**src/logic/aer_regs_pkg.sv**
```systemverilog
`default_nettype none
package aer_regs_pkg;
  localparam int ADDR_W = 12;
  localparam logic [11:0] OFF_COR_STATUS = 12'h110;
  localparam logic [11:0] OFF_COR_MASK = 12'h114;
  localparam logic [11:0] OFF_CAP_CTRL = 12'h118;
  localparam logic [11:0] OFF_HDR_LOG1 = 12'h11C;
  localparam logic [11:0] OFF_HDR_LOG2 = 12'h120;
  localparam logic [11:0] OFF_HDR_LOG3 = 12'h124;
  localparam logic [11:0] OFF_HDR_LOG4 = 12'h128;
  // correctable error bit positions, shared by status and mask
  localparam int BIT_ADVISORY_NONFATAL = 13;
  localparam int BIT_REPLAY_TIMEOUT = 12;
  localparam int BIT_REPLAY_ROLLOVER = 8;
  localparam int BIT_BAD_LINK_PACKET = 7;
  localparam int BIT_BAD_TRANS_PACKET = 6;
  localparam int BIT_RECEIVER_ERROR = 0;
  localparam logic [31:0] COR_DEFINED = 32'h0000_31C1;
  localparam logic [31:0] COR_MASK_RESET = 32'h0000_2000;
  localparam logic [31:0] COR_STATUS_RESET = 32'h0000_0000;
  // capabilities and control fields
  localparam int BIT_CRC_CHECK_ENABLE = 8;
  localparam int BIT_CRC_CHECK_CAPABLE = 7;
  localparam int BIT_CRC_GENERATE_ENABLE = 6;
  localparam int BIT_CRC_GENERATE_CAPABLE = 5;
  localparam int PTR_W = 5;
  localparam logic [PTR_W-1:0] FIRST_PTR_RESET = 5'h00;
  localparam int HDR_WORDS = 4;
  localparam logic [31:0] HDR_WORD_RESET = 32'h0000_0000;
  localparam logic [31:0] RD_ZERO = 32'h0000_0000;
endpackage : aer_regs_pkg
`default_nettype wire

```
**src/logic/hdr_log_if.sv**
```systemverilog
`timescale 1ns/100ps
`default_nettype none
interface hdr_log_if;
  logic wr_en;
  logic [127:0] wr_hdr;
  logic [1:0] rd_idx;
  logic [31:0] rd_data;
  modport owner (output wr_en, output wr_hdr, output rd_idx, input rd_data);
  modport store (input wr_en, input wr_hdr, input rd_idx, output rd_data);
endinterface : hdr_log_if
`default_nettype wire

```
**src/logic/aer_mask_ecrc_header_log.sv**
```systemverilog
// Our own choice: the APB register port.
`timescale 1ns/100ps
`default_nettype none
// Contract
// - mask register at 0x114; advisory non-fatal mask bit 13 writable, sticky, resets one.
// - mask bits 12, 8, 7, 6, 0 writable, sticky, reset zero.
// - control bit 8 enables received-packet CRC checking; sticky, resets zero.
// - control bit 7 reads one always, check capability.
// - control bit 6 enables transmit CRC generation; sticky writable, resets zero.
// - control bit 5 reads one always, generation capability.
// - bits 4:0 sticky read-only first uncorrectable error position, reset zero.
// - packet header captured into four sticky read-only words from 0x11C, reset zero.
// - each masked condition has sticky status bit at 0x110, cleared by writing one.
module aer_mask_ecrc_header_log
  import aer_regs_pkg::*;
(
  input wire logic clk,
  input wire logic rst,
  input wire logic warm_rst,
  input wire logic psel,
  input wire logic penable,
  input wire logic pwrite,
  input wire logic [ADDR_W-1:0] paddr,
  input wire logic [31:0] pwdata,
  output logic [31:0] prdata,
  output logic pready,
  output logic pslverr,
  input wire logic [31:0] cor_event,
  input wire logic uncor_log_valid,
  input wire logic [PTR_W-1:0] uncor_first_pos,
  input wire logic [127:0] uncor_header,
  output logic cor_err_report,
  output logic crc_check_enable,
  output logic crc_generate_enable
);
  typedef enum logic [1:0] {
    ST_IDLE = 2'b00,
    ST_WAIT = 2'b01,
    ST_DONE = 2'b10
  } apb_state_t;

  apb_state_t state_q;
  logic [31:0] cor_status_q;
  logic [31:0] cor_mask_q;
  logic [PTR_W-1:0] first_error_pointer_q;
  logic [31:0] rd_value;
  logic [11:0] hdr_offset;
  logic wr_commit;
  logic [31:0] new_events;

  hdr_log_if hl ();

  header_log_store #(
    .WORDS(HDR_WORDS)
  ) u_store (
    .clk(clk),
    .rst(rst),
    .hl(hl)
  );

  function automatic logic hdr_hit(input logic [ADDR_W-1:0] a);
    return (a == OFF_HDR_LOG1) || (a == OFF_HDR_LOG2) ||
           (a == OFF_HDR_LOG3) || (a == OFF_HDR_LOG4);
  endfunction : hdr_hit

  function automatic logic reg_hit(input logic [ADDR_W-1:0] a);
    return (a == OFF_COR_STATUS) || (a == OFF_COR_MASK) ||
           (a == OFF_CAP_CTRL) || hdr_hit(a);
  endfunction : reg_hit

  assign wr_commit = psel && penable && pready && pwrite && !warm_rst;
  assign new_events = cor_event & COR_DEFINED;
  assign hdr_offset = paddr - OFF_HDR_LOG1;

  // header store: captured on each logged uncorrectable error
  assign hl.wr_en = uncor_log_valid;
  assign hl.wr_hdr = uncor_header;
  assign hl.rd_idx = hdr_offset[3:2];

  // apb handshake; pready comes two cycles after the setup cycle
  always_ff @(posedge clk or posedge rst) begin
    if (rst) begin
      state_q <= ST_IDLE;
      pready <= 1'b0;
    end else if (warm_rst) begin
      state_q <= ST_IDLE;
      pready <= 1'b0;
    end else begin
      unique case (state_q)
        ST_IDLE: begin
          if (psel && !penable) begin
            state_q <= ST_WAIT;
          end
        end
        ST_WAIT: begin
          state_q <= ST_DONE;
          pready <= 1'b1;
        end
        ST_DONE: begin
          state_q <= ST_IDLE;
          pready <= 1'b0;
        end
        default: begin
          state_q <= ST_IDLE;
          pready <= 1'b0;
        end
      endcase
    end
  end

  // read mux, reserved bits zero
  always_comb begin
    rd_value = RD_ZERO;
    if (paddr == OFF_COR_STATUS) begin
      rd_value = cor_status_q;
    end else if (paddr == OFF_COR_MASK) begin
      rd_value = cor_mask_q;
    end else if (paddr == OFF_CAP_CTRL) begin
      rd_value[BIT_CRC_CHECK_ENABLE] = crc_check_enable;
      rd_value[BIT_CRC_CHECK_CAPABLE] = 1'b1;
      rd_value[BIT_CRC_GENERATE_ENABLE] = crc_generate_enable;
      rd_value[BIT_CRC_GENERATE_CAPABLE] = 1'b1;
      rd_value[PTR_W-1:0] = first_error_pointer_q;
    end else if (hdr_hit(paddr)) begin
      rd_value = hl.rd_data;
    end
  end

  always_ff @(posedge clk or posedge rst) begin
    if (rst) begin
      prdata <= RD_ZERO;
      pslverr <= 1'b0;
    end else if (warm_rst) begin
      prdata <= RD_ZERO;
      pslverr <= 1'b0;
    end else if (state_q == ST_WAIT) begin
      prdata <= pwrite ? RD_ZERO : rd_value;
      pslverr <= !reg_hit(paddr);
    end else if (state_q == ST_DONE) begin
      prdata <= RD_ZERO;
      pslverr <= 1'b0;
    end
  end

  // mask register, power-on reset only
  always_ff @(posedge clk or posedge rst) begin
    if (rst) begin
      cor_mask_q <= COR_MASK_RESET;
    end else if (wr_commit && paddr == OFF_COR_MASK) begin
      cor_mask_q <= pwdata & COR_DEFINED;
    end
  end

  // status: hardware set wins over a write-one clear in the same cycle
  always_ff @(posedge clk or posedge rst) begin
    if (rst) begin
      cor_status_q <= COR_STATUS_RESET;
    end else if (wr_commit && paddr == OFF_COR_STATUS) begin
      cor_status_q <= (cor_status_q & ~pwdata) | new_events;
    end else begin
      cor_status_q <= cor_status_q | new_events;
    end
  end

  // crc control bits, power-on reset only
  always_ff @(posedge clk or posedge rst) begin
    if (rst) begin
      crc_check_enable <= 1'b0;
      crc_generate_enable <= 1'b0;
    end else if (wr_commit && paddr == OFF_CAP_CTRL) begin
      crc_check_enable <= pwdata[BIT_CRC_CHECK_ENABLE];
      crc_generate_enable <= pwdata[BIT_CRC_GENERATE_ENABLE];
    end
  end

  always_ff @(posedge clk or posedge rst) begin
    if (rst) begin
      first_error_pointer_q <= FIRST_PTR_RESET;
    end else if (uncor_log_valid) begin
      first_error_pointer_q <= uncor_first_pos;
    end
  end

  // report only unmasked correctable errors
  always_ff @(posedge clk or posedge rst) begin
    if (rst) begin
      cor_err_report <= 1'b0;
    end else if (warm_rst) begin
      cor_err_report <= 1'b0;
    end else begin
      cor_err_report <= |(new_events & ~cor_mask_q);
    end
  end

  // helper shadow for header readback checks
  logic [31:0] shadow_hdr1_q;
  always_ff @(posedge clk or posedge rst) begin
    if (rst) begin
      shadow_hdr1_q <= HDR_WORD_RESET;
    end else if (uncor_log_valid) begin
      shadow_hdr1_q <= uncor_header[127:96];
    end
  end
endmodule : aer_mask_ecrc_header_log
`default_nettype wire

```
**src/logic/header_log_store.sv**
```systemverilog
`timescale 1ns/100ps
`default_nettype none
module header_log_store
  import aer_regs_pkg::*;
#(
  parameter int WORDS = HDR_WORDS
) (
  input wire logic clk,
  input wire logic rst,
  hdr_log_if.store hl
);
  logic [31:0] word_q [WORDS];

  // word 0 holds header bits 127:96, the last word bits 31:0; power-on reset only
  for (genvar i = 0; i < WORDS; i++) begin : g_word
    always_ff @(posedge clk or posedge rst) begin
      if (rst) begin
        word_q[i] <= HDR_WORD_RESET;
      end else if (hl.wr_en) begin
        word_q[i] <= hl.wr_hdr[128-32*i-1 -: 32];
      end
    end
  end

  // registered read port
  always_ff @(posedge clk or posedge rst) begin
    if (rst) begin
      hl.rd_data <= HDR_WORD_RESET;
    end else begin
      hl.rd_data <= word_q[hl.rd_idx];
    end
  end
endmodule : header_log_store
`default_nettype wire
```
**config.mk**
```make
export PLATFORM = sky130hd
export DESIGN_NAME = aer_mask_ecrc_header_log
export DESIGN_NICKNAME = d
export VERILOG_FILES = /design/src/logic/aer_regs_pkg.sv /design/src/logic/hdr_log_if.sv /design/src/logic/aer_mask_ecrc_header_log.sv /design/src/logic/header_log_store.sv
export SDC_FILE = /design/constraint.sdc
export NUM_CORES = 1
export LEC_CHECK = 0
export BUFFER_PORTS_ARGS = -buffer_cell sky130_fd_sc_hd__buf_2
export CAP_MARGIN = 5
export CORE_MARGIN = 2
export CORE_UTILIZATION = 30
export CTS_CLUSTER_DIAMETER = 150
export DETAILED_ROUTE_END_ITERATION = 12
export RECOVER_POWER = 50
export SLEW_MARGIN = 20
export SYNTH_ARGS = -nofsm -noshare
export SYNTH_HDL_FRONTEND = slang
export SYNTH_SLANG_ARGS = --single-unit
```
**constraint.sdc**
```tcl
create_clock -name clk -period 17.4 [get_ports clk]
set_clock_uncertainty 0.05 [all_clocks]
set_input_delay 0.87 -clock clk [delete_from_list [all_inputs] [get_ports clk]]
set_output_delay 0.87 -clock clk [all_outputs]
set_load 0.02 [all_outputs]
```
==> results of run 1 <==
per-stage QoR:
step | instances | power [W]
after floorplan | 683 | 0.000716
after detailed placement | 1325 | 0.000772
after CTS | 1374 | 0.00139
after global routing | 1377 | 0.00143
final | 1377 | 0.00136
after global placement | 1325 | 0.000768
routing by layer:
layer | up-vias | track usage [%] | routed length [µm]
met5 | - | 0 | 0
met4 | 0 | 3.58 | 561
met3 | 40 | 2.83 | 1490
met2 | 206 | 22.3 | 11600
met1 | 3266 | 21.3 | 12100
li1 | 3011 | - | -
synth_stat cells, types with 3 or more instances:
cell	count
nand4_1	3
inv_1	28
mux2_2	135
nand2_1	13
a21boi_2	20
a21oi_1	4
nand2b_1	7
and4_1	5
nor2_1	7
nand3_1	7
a221oi_1	3
o21ai_0	25
a22o_1	4
a21boi_0	6
a2111oi_0	8
a221o_1	4
ha_1	4
o2111ai_1	3
buf_2	12
clkbuf_1	24
and2_1	3
o221ai_1	3
mux4_2	32
nor3_1	3
dfrtp_1	241
a32oi_1	27
a21o_1	6
mux2_4	6
o31ai_1	3
worst min-delay path by stage:
stage | start | endpoint | slack, ns
2_1_floorplan | cor_status_q[7]$_DFF_PP0_ | cor_status_q[7]$_DFF_PP0_ | 0.39
3_3_place_gp | cor_status_q[7]$_DFF_PP0_ | cor_status_q[7]$_DFF_PP0_ | 0.42
3_5_place_dp | cor_status_q[7]$_DFF_PP0_ | cor_status_q[7]$_DFF_PP0_ | 0.41
4_1_cts | rst | u_store.word_q[100]$_DFFE_PP0P_ | 0.42
5_1_grt | pwdata[14] | cor_status_q[14]$_DFFE_PP0P_ | 0.43
6_report | cor_status_q[7]$_DFF_PP0_ | cor_status_q[7]$_DFF_PP0_ | 0.42
kinds of logic after synthesis:
logic type | Yosys count | share of synthesized area (%)
compound gates | 126 | 9.88
xor+xnor | 1 | 0.0856
fa+ha+maj | 4 | 0.489
buf+inv | 72 | 3.37
flops | 242 | 59.2
mux | 173 | 22.8
simple gates | 65 | 4.24
power groups by stage:
stage               Combinational [W]  Clock (W)  Sequential [W]
floorplan                   0.0000852          0        0.000631
global placement             0.000127          0        0.000641
detailed placement           0.000130          0        0.000642
CTS                          0.000130   0.000624        0.000632
global route                 0.000142   0.000648        0.000637
finish                       0.000128   0.000603        0.000631
worst max-delay path, stage by stage:
cell	delay, ns
buf_2	0.10
clkinvlp_2	2.46
clkbuf_1	2.88
layout make-up:
cell class              instances  area (µm²)  share of cell area [%]
inverters                      28         106                   0.838
clock inverters                 8         115                   0.907
flip-flops and latches        242        6060                    47.7
well taps                     448         561                    4.42
diodes                          3        7.51                  0.0592
multi-input cells             369        3840                    30.3
repair buffers                238        1160                    9.15
clock buffers                  41         841                    6.63
registers in the layout (all words and copies together), names as in the netlist:
name and cells:
u_store.word_q 128, cor_status_q 32, prdata 32, u_store.hl.rd_data 32
cor_mask_q 6, first_error_pointer_q 5, state_q 2, cor_err_report 1
crc_check_enable 1, crc_generate_enable 1, pready 1, pslverr 1
==> flow_summary.yaml, run 1 <==
global_route:
  grt_pass1_wl_um: 40500
  grt_max_degree: 97
  grt_pass1_vias: 6870
  grtUsageTotal_pct: 14.6
  grt-ovfl-total: 0
  antenna_found_initial: 4
clock_network:
  htreeDepth: 1
  cts_made_buffers: 28
  cts.clk_slew.worst_paths_ns: 0.06
  clk_latency_ns: 0.53
  ctsResizeCount: 0
  cts_root_buffer: "clkbuf_16"
  clkSinkCount: 242
  hold_buffers: 0
  cts_tree: "built"
  post-cts-setup-buffer-count: 0
  clockBufferDepth: 3
detailed_routing:
  wire_per_inst_um: 18.7
  dr_total_vias: 6523
  wl_um: 25800
  vias_per_cell: 4.74
  firstDrtPassIters: 5
  drtIter0Drc: 282
  ant_nets: 0
  route.detailed.drc: 0
placed_design:
  pre_cts_slack_ns: 13.66
  hpwl_um: 18200
  numPortBuffers: 226
  gp_congestion: 0.754
  postPlaceCellArea_um2: 11800
synthesis:
  syn_avg_cell_area_um2: 15.0
  ys_seq_elements: 242
  syn_nets: 903
  synth_seq_area_share_pct: 59.2
  synth_area_um2: 10200
  synth_top_area_share_pct: 58.9
  ys_top_cells_by_area: "dfrtp_1, mux2_2, mux4_2, a32oi_1, a21boi_2"
  syn_inst: 683
  synth-main-ff-cell: "dfrtp_1"
  async_flop_share_pct: 100
  synth-edff-count: 0
  yosysTopAreaCell: "dfrtp_1"
  yosysWarnings: 0
  ys_types: 57
worst_setup_path:
  worstPathRequired_ns: 17.09
  crit_end: "u_store.word_q[82]$_DFFE_PP0P_"
  critPathArrivalTime_ns: 6.39
  critPathKind: "in2async"
  r2r_slack_ns: 15.07
  r2r_cells: 5
  r2r-start: "state_q[1]$_DFFE_PP0P_"
  r2r_end: "prdata[4]$_DFFE_PP0P_"
  path_max_fanout: 96
  endpoint_kind: "asynchronous set/reset pin"
  worstSetupStartpointType: "input pin"
  crit_start: "rst"
pwr:
  switchingPower_w: 0.000308
  clockPowerShare_pct: 44.3
  ir_worst_vdd_uv: 76.6
  total_leakage_power_nw: 5.56
  netSwitchingFraction_pct: 22.6
  powerDensity_nw_per_um2: 107
  p_int_w: 0.00105
  seqPwrFrac_pct: 46.3
  p_comb_share_pct: 9.4
layout:
  syn_to_final_growth_pct: 23.9
  layout.nets: 1127
  layout_commonest_cell: "dfrtp_1"
  fillers: 3329
  stdcell_area_um2: 12700
  final_cell_mix: "dfrtp_1, buf_2, mux2_2, clkbuf_1, mux4_2"
  final_util_pct: 37.8
  layout-drive-gt1-share_pct: 47.9
timing:
  max_freq_mhz: 149
  hold_slack_ns: 0.422
  relSlewSlack_pct: -197
  drv_slew: 343
  final_hold_viol_count: 0
  period_share_pct: 38.5
  setup_violations: 0
  tightestPinTransition_ns: 4.43
  tns_ns: 0
  rsz0062_at_grt: "no"
  fin_ws_ns: 10.70
  period_needed_ns: 6.70
floorplan:
  fp.dieW_um: 189
  fp.dieH_um: 189
  ios: 253
  initial_core_util_pct: 30.5
  die-area_um2: 35600
  fp-row-count: 67
  coreArea_um2: 33500
flow_run:
  drv_cap: 5
outcome:
  outcome: "finished with violations"
  violations: "max-capacitance violations, max-slew violations"
min_path:
  holdCritPathClass: "reg2reg"
  min_path_cells: 1
Note: power is estimated with default switching activity, not from simulation.
==> inputs of run 2 (changes only) <==
--- a/config.mk
+++ b/config.mk
@@ -5,6 +5,7 @@
 export SDC_FILE = /design/constraint.sdc
 export NUM_CORES = 1
 export LEC_CHECK = 0
+export ABC_AREA = 1
 export BUFFER_PORTS_ARGS = -buffer_cell sky130_fd_sc_hd__buf_2
 export CAP_MARGIN = 5
 export CORE_MARGIN = 2
==> constraint.sdc (replaced) <==
create_clock -name clk -period 6.2 [get_ports clk]
set_clock_uncertainty 0.05 [all_clocks]
set_input_delay 0.31 -clock clk [delete_from_list [all_inputs] [get_ports clk]]
set_output_delay 0.31 -clock clk [all_outputs]
set_load 0.02 [all_outputs]
==> run 2 against run 1 <==
  * Cell area is 16% higher
  * Critical endpoint is now prdata[9]$_DFFE_PP0P_
  * Worst setup slack worse by 8.1 ns
  * Via count is 29% higher
  * Largest power group is now the clock network
  * Synthesized cell count is 43% higher
  * The flow finishes with violations (negative hold slack, max-capacitance violations, max-slew violations)
  * Sequential power grew to 2.8 times the previous value
  * Non-clock buffer count is 175 higher
==> flow_summary.yaml, run 2 <==
worst_setup_path:
  endpoint_kind: "asynchronous set/reset pin"
  worstPathRequired_ns: 5.91
  r2r_end: "cor_status_q[7]$_DFF_PP0_"
  r2r_slack_ns: 3.93
  path_max_fanout: 71
  r2r-start: "pready$_DFFE_PP0P_"
  critPathArrivalTime_ns: 3.31
  critPathKind: "in2async"
  worstSetupStartpointType: "input pin"
  r2r_cells: 6
timing:
  final_hold_viol_count: 17
  hold_slack_ns: -0.0725
  period_share_pct: 58.0
  tns_ns: 0
  relSlewSlack_pct: -158
  drv_slew: 72
  max_freq_mhz: 278
  rsz0062_at_grt: "no"
  tightestPinTransition_ns: 3.87
  setup_violations: 0
  period_needed_ns: 3.60
synthesis:
  synthAdderAreaFrac_pct: 0.481
  syn_avg_cell_area_um2: 10.7
  ys_seq_elements: 242
  synth-edff-count: 0
  yosys-top-cells-count: "dfrtp_1, nand2_1, mux2_2, nor2_1, o21ai_0"
  syn_inst: 976
  synth_top_family_by_area: "simple AND/OR/NAND/NOR gates"
  ys_top_cells_by_area: "dfrtp_1, mux2_2, nand2_1, o21ai_0, nor2_1"
  synth-main-ff-cell: "dfrtp_1"
  muxShareOfSynthArea_pct: 13.5
  syn_nets: 1196
  synth_seq_area_share_pct: 58.2
  synth_area_um2: 10400
  ys_types: 32
  synth_xor_area_share_pct: 0
  yosysTopAreaCell: "dfrtp_1"
  yosysMostFrequentCell: "dfrtp_1"
  async_flop_share_pct: 100
  yosysWarnings: 0
  synth-compound-area-share_pct: 9.23
  synth_simple_gate_area_share_pct: 14.4
  synth_top_area_share_pct: 57.9
detailed_routing:
  route.detailed.drc: 0
  dr_total_vias: 8412
  wl_um: 30700
  wire_per_inst_um: 16.6
  drtIter0Drc: 415
  firstDrtPassIters: 4
  ant_nets: 0
  vias_per_cell: 4.56
layout:
  layout.nets: 1586
  top_register: "u_store.word_q"
  largest_reg_flops: 128
  fillers: 3230
  syn_to_final_growth_pct: 41.6
  final_util_pct: 42.9
  layout_commonest_cell: "dfrtp_1"
  stdcell_area_um2: 14700
  final_cell_mix: "dfrtp_1, buf_2, nand2_1, dlygate4sd3_1, mux2_2"
  layout-drive-gt1-share_pct: 32.9
min_path:
  holdCritPathClass: "in2async"
global_route:
  grt_max_degree: 172
  antenna_found_initial: 2
  grt-ovfl-total: 0
  grtUsageTotal_pct: 16.8
  grt_pass1_vias: 8831
  grt_pass1_wl_um: 48000
clock_network:
  cts_made_buffers: 29
  ctsResizeCount: 0
  cts_root_buffer: "clkbuf_16"
  clk_latency_ns: 0.56
  htreeDepth: 1
  clkSinkCount: 242
  cts_tree: "built"
  cts.clk_slew.worst_paths_ns: 0.05
  post-cts-setup-buffer-count: 0
  clockBufferDepth: 3
floorplan:
  fp-row-count: 68
  initial_core_util_pct: 30.3
  die-area_um2: 36200
  coreArea_um2: 34400
  fp.dieW_um: 190
  fp.dieH_um: 190
  ios: 253
flow_run:
  drv_cap: 1
pwr:
  total_leakage_power_nw: 7.07
  power_w: 0.00405
  ir_worst_vdd_uv: 270
  powerDensity_nw_per_um2: 275
outcome:
  outcome: "finished with violations"
  violations: "negative hold slack, max-capacitance violations, max-slew violations"
placed_design:
  postPlaceCellArea_um2: 12000
  hpwl_um: 18900
  gp_congestion: 0.779
  numPortBuffers: 226
[run 2: changes by cell type after synthesis, sizes merged, moves of 7 or more]
cell | before | now
nand2 | 13 | 213
nor2 | 8 | 81
o21ai | 27 | 89
mux4 | 32 | 0
o22ai | 1 | 31
a32oi | 27 | 0
nand3 | 7 | 32
inv | 28 | 46
a21oi | 4 | 21
mux2 | 141 | 125
a2111oi | 8 | 0
buf | 19 | 27
nand2b | 7 | 0
[run 2: cells by family after synthesis]
logic type               count (synthesis)
adder cells (fa/ha/maj)                  4
AO/OA/AOI/OAI                          170
buffers and inverters                  101
flip-flops                             242
multiplexers                           125
AND/OR/NAND/NOR                        334
[run 2: final cells by class]
class | instances | area, µm² | area share [%]
Antenna cell | 3 | 7.51 | 0.0509
Clock buffer | 38 | 810 | 5.49
Inverter | 47 | 179 | 1.21
Clock inverter | 13 | 219 | 1.48
Timing Repair Buffer | 413 | 2990 | 20.3
Tap cell | 455 | 569 | 3.86
Multi-Input combinational cell | 633 | 3920 | 26.6
Sequential cell | 242 | 6060 | 41.1
[run 2: worst max path at each step]
stage	from	endpoint	slack, ns	cells past startpoint
5_1_grt	rst	prdata[9]$_DFFE_PP0P_	1.82	3
3_5_place_dp	paddr[2]	prdata[9]$_DFFE_PP0P_	3.30	13
6_report	rst	prdata[9]$_DFFE_PP0P_	2.60	3
3_3_place_gp	paddr[2]	prdata[9]$_DFFE_PP0P_	3.34	13
4_1_cts	paddr[2]	cor_status_q[7]$_DFF_PP0_	3.54	11
2_1_floorplan	rst	cor_err_report$_DFF_PP0_	2.67	1
[run 2: metrics by stage]
step,setup slack (ns),cells
finish,2.60,1844
global route,1.82,1842
CTS,3.54,1841
detailed placement,3.30,1614
global placement,3.34,1614
floorplan,2.67,976
[run 2: where the power goes]
group / switching [W] / internal, W / total [W]
Sequential: 0.0000739 / 0.00170 / 0.00178
Clock: 0.000685 / 0.00116 / 0.00184
Combinational: 0.000202 / 0.000231 / 0.000433
[run 2: repair_timing]
action / CTS / global route
hold buffers: 176 / 0
endpoints found under the hold margin: 175 / 0
setup endpoints to repair: 0 / 0
[run 2: worst max-delay path: stages]
cell and delay, ns:
buf_2 0.11, clkinvlp_2 0.11, clkbuf_1 2.71
[run 2: metal layers]
layer / vias up / global-route usage, % / wire length, µm
met5: - / 0 / 0
li1: 4038 / - / -
met4: 0 / 5.52 / 994
met1: 4072 / 22.9 / 14000
met3: 68 / 3.17 / 1490
met2: 234 / 27.0 / 14200
==> inputs of run 3 (changes only) <==
==> constraint.sdc (replaced) <==
create_clock -name clk -period 3.6 [get_ports clk]
set_clock_uncertainty 0.05 [all_clocks]
set_input_delay 0.18 -clock clk [delete_from_list [all_inputs] [get_ports clk]]
set_output_delay 0.18 -clock clk [all_outputs]
set_load 0.02 [all_outputs]
==> run 3 against run 2 <==
  * The run ends with max-capacitance violations, max-slew violations left
  * Clock-buffer cell count grew 1
  * Non-clock buffer count up 6
  * Sequential cell count stayed put
  * Die area did not move
  * Sequential power increased by 71%
  * Cell count grew 0.11%
==> flow_summary.yaml, run 3 (synthesis results as in run 2) <==
outcome:
  outcome: "finished with violations"
  violations: "max-capacitance violations, max-slew violations"
detailed_routing:
  ant_nets: 0
  wl_um: 30000
  vias_per_cell: 4.57
  drtIter0Drc: 406
  route.detailed.drc: 0
  wire_per_inst_um: 16.3
  dr_total_vias: 8428
  firstDrtPassIters: 5
min_path:
  min_path_cells: 5
  holdCritPathClass: "in2reg"
clock_network:
  post-cts-setup-buffer-count: 0
  cts.clk_slew.worst_paths_ns: 0.06
  cts_tree: "built"
  clkSinkCount: 242
  ctsResizeCount: 0
  hold_buffers: 181
  htreeDepth: 1
  cts_root_buffer: "clkbuf_16"
  clk_latency_ns: 0.54
  cts_made_buffers: 28
  clockBufferDepth: 3
timing:
  tns_ns: 0
  max_freq_mhz: 376
  hold_slack_ns: 0.0710
  period_share_pct: 73.8
  fin_ws_ns: 0.943
  tightestPinTransition_ns: 2.57
  setup_violations: 0
  final_hold_viol_count: 0
  rsz0062_at_grt: "no"
  period_needed_ns: 2.66
  relSlewSlack_pct: -71.5
  drv_slew: 126
global_route:
  antenna_found_initial: 4
  grt_pass1_vias: 8875
  grtUsageTotal_pct: 16.7
  grt_pass1_wl_um: 48100
  grt-ovfl-total: 0
  grt_max_degree: 156
layout:
  layout-drive-gt1-share_pct: 30.3
  final_util_pct: 42.6
  final_cell_mix: "dfrtp_1, nand2_1, buf_2, dlygate4sd3_1, mux2_2"
  fillers: 3288
  multiInputGateArea_um2: 3920
  syn_to_final_growth_pct: 40.7
  top_register: "u_store.word_q"
  layout.nets: 1591
  seq_area_um2: 6060
  layout_commonest_cell: "dfrtp_1"
  largest_reg_flops: 128
floorplan:
  coreArea_um2: 34400
  ios: 253
  initial_core_util_pct: 30.3
  fp.dieH_um: 190
  fp-row-count: 68
  die-area_um2: 36200
  fp.dieW_um: 190
placed_design:
  numPortBuffers: 226
  hpwl_um: 19100
  pre_cts_slack_ns: 1.23
  gp_congestion: 0.777
pwr:
  ir_worst_vdd_uv: 398
  p_comb_share_pct: 11.4
  powerDensity_nw_per_um2: 452
  clockPowerShare_pct: 42.5
  seqPwrFrac_pct: 46.0
  netSwitchingFraction_pct: 24.0
  total_leakage_power_nw: 6.89
  switchingPower_w: 0.00159
  power_w: 0.00662
  p_int_w: 0.00503
worst_setup_path:
  r2r_cells: 6
  endpoint_kind: "flip-flop"
  worstSetupStartpointType: "input pin"
  path_max_fanout: 46
  critPathArrivalTime_ns: 3.03
  worstPathRequired_ns: 3.97
  critPathKind: "in2reg"
flow_run:
  drv_cap: 2
## run 3: worst max-delay path, stage by stage
cell	delay (ns)
clkbuf_1	1.79
buf_4	0.62
mux2_2	0.40
## run 3: final timing paths
kind | start | end | slack, ns
setup / recovery | uncor_log_valid | u_store.word_q[112]$_DFFE_PP0P_ | 0.94
max in group asynchronous | rst | u_store.word_q[25]$_DFFE_PP0P_ | 1.17
hold / removal | pwrite | crc_check_enable$_DFFE_PP0P_ | 0.07
hold reg to reg | prdata[14]$_DFFE_PP0P_ | prdata[14]$_DFFE_PP0P_ | 0.43
min in group asynchronous | rst | u_store.word_q[13]$_DFFE_PP0P_ | 0.14
setup reg to reg | pready$_DFFE_PP0P_ | cor_status_q[8]$_DFF_PP0_ | 1.31
## run 3: layout make-up
| cell class | instances | area share [%] |
|---|---|---|
| sequential | 242 | 41.3 |
| multi-input combinational | 633 | 26.7 |
| timing repair buffer | 419 | 20.6 |
| clock buffer | 39 | 5.55 |
| tap | 455 | 3.89 |
| inverter | 47 | 1.22 |
| clock inverter | 7 | 0.623 |
| antenna | 4 | 0.0683 |
## run 3: per-layer routing
layer / up-vias / part of all wire [%] / global-route usage, %
met2: 219 / 46 / 26.5
met5: - / 0 / 0
met1: 4099 / 46 / 23.2
met3: 60 / 5.3 / 3.00
li1: 4050 / - / -
met4: 0 / 2.6 / 5.01
## run 3: power by group through the flow
stage	sequential (W)	combinational [W]	clock, W
final	0.00305	0.000758	0.00282
after global routing	0.00307	0.000841	0.00302
after CTS	0.00304	0.000761	0.00289
after detailed placement	0.00309	0.000608	0
after global placement	0.00308	0.000597	0
after floorplan	0.00305	0.000376	0
## run 3: per-stage QoR
| step | area [µm²] | cells |
|---|---|---|
| 6_report | 14700 | 1846 |
| 2_1_floorplan | 10400 | 976 |
| 4_1_cts | 14700 | 1842 |
| 5_1_grt | 14600 | 1843 |
| 3_5_place_dp | 12000 | 1615 |
| 3_3_place_gp | 12000 | 1615 |
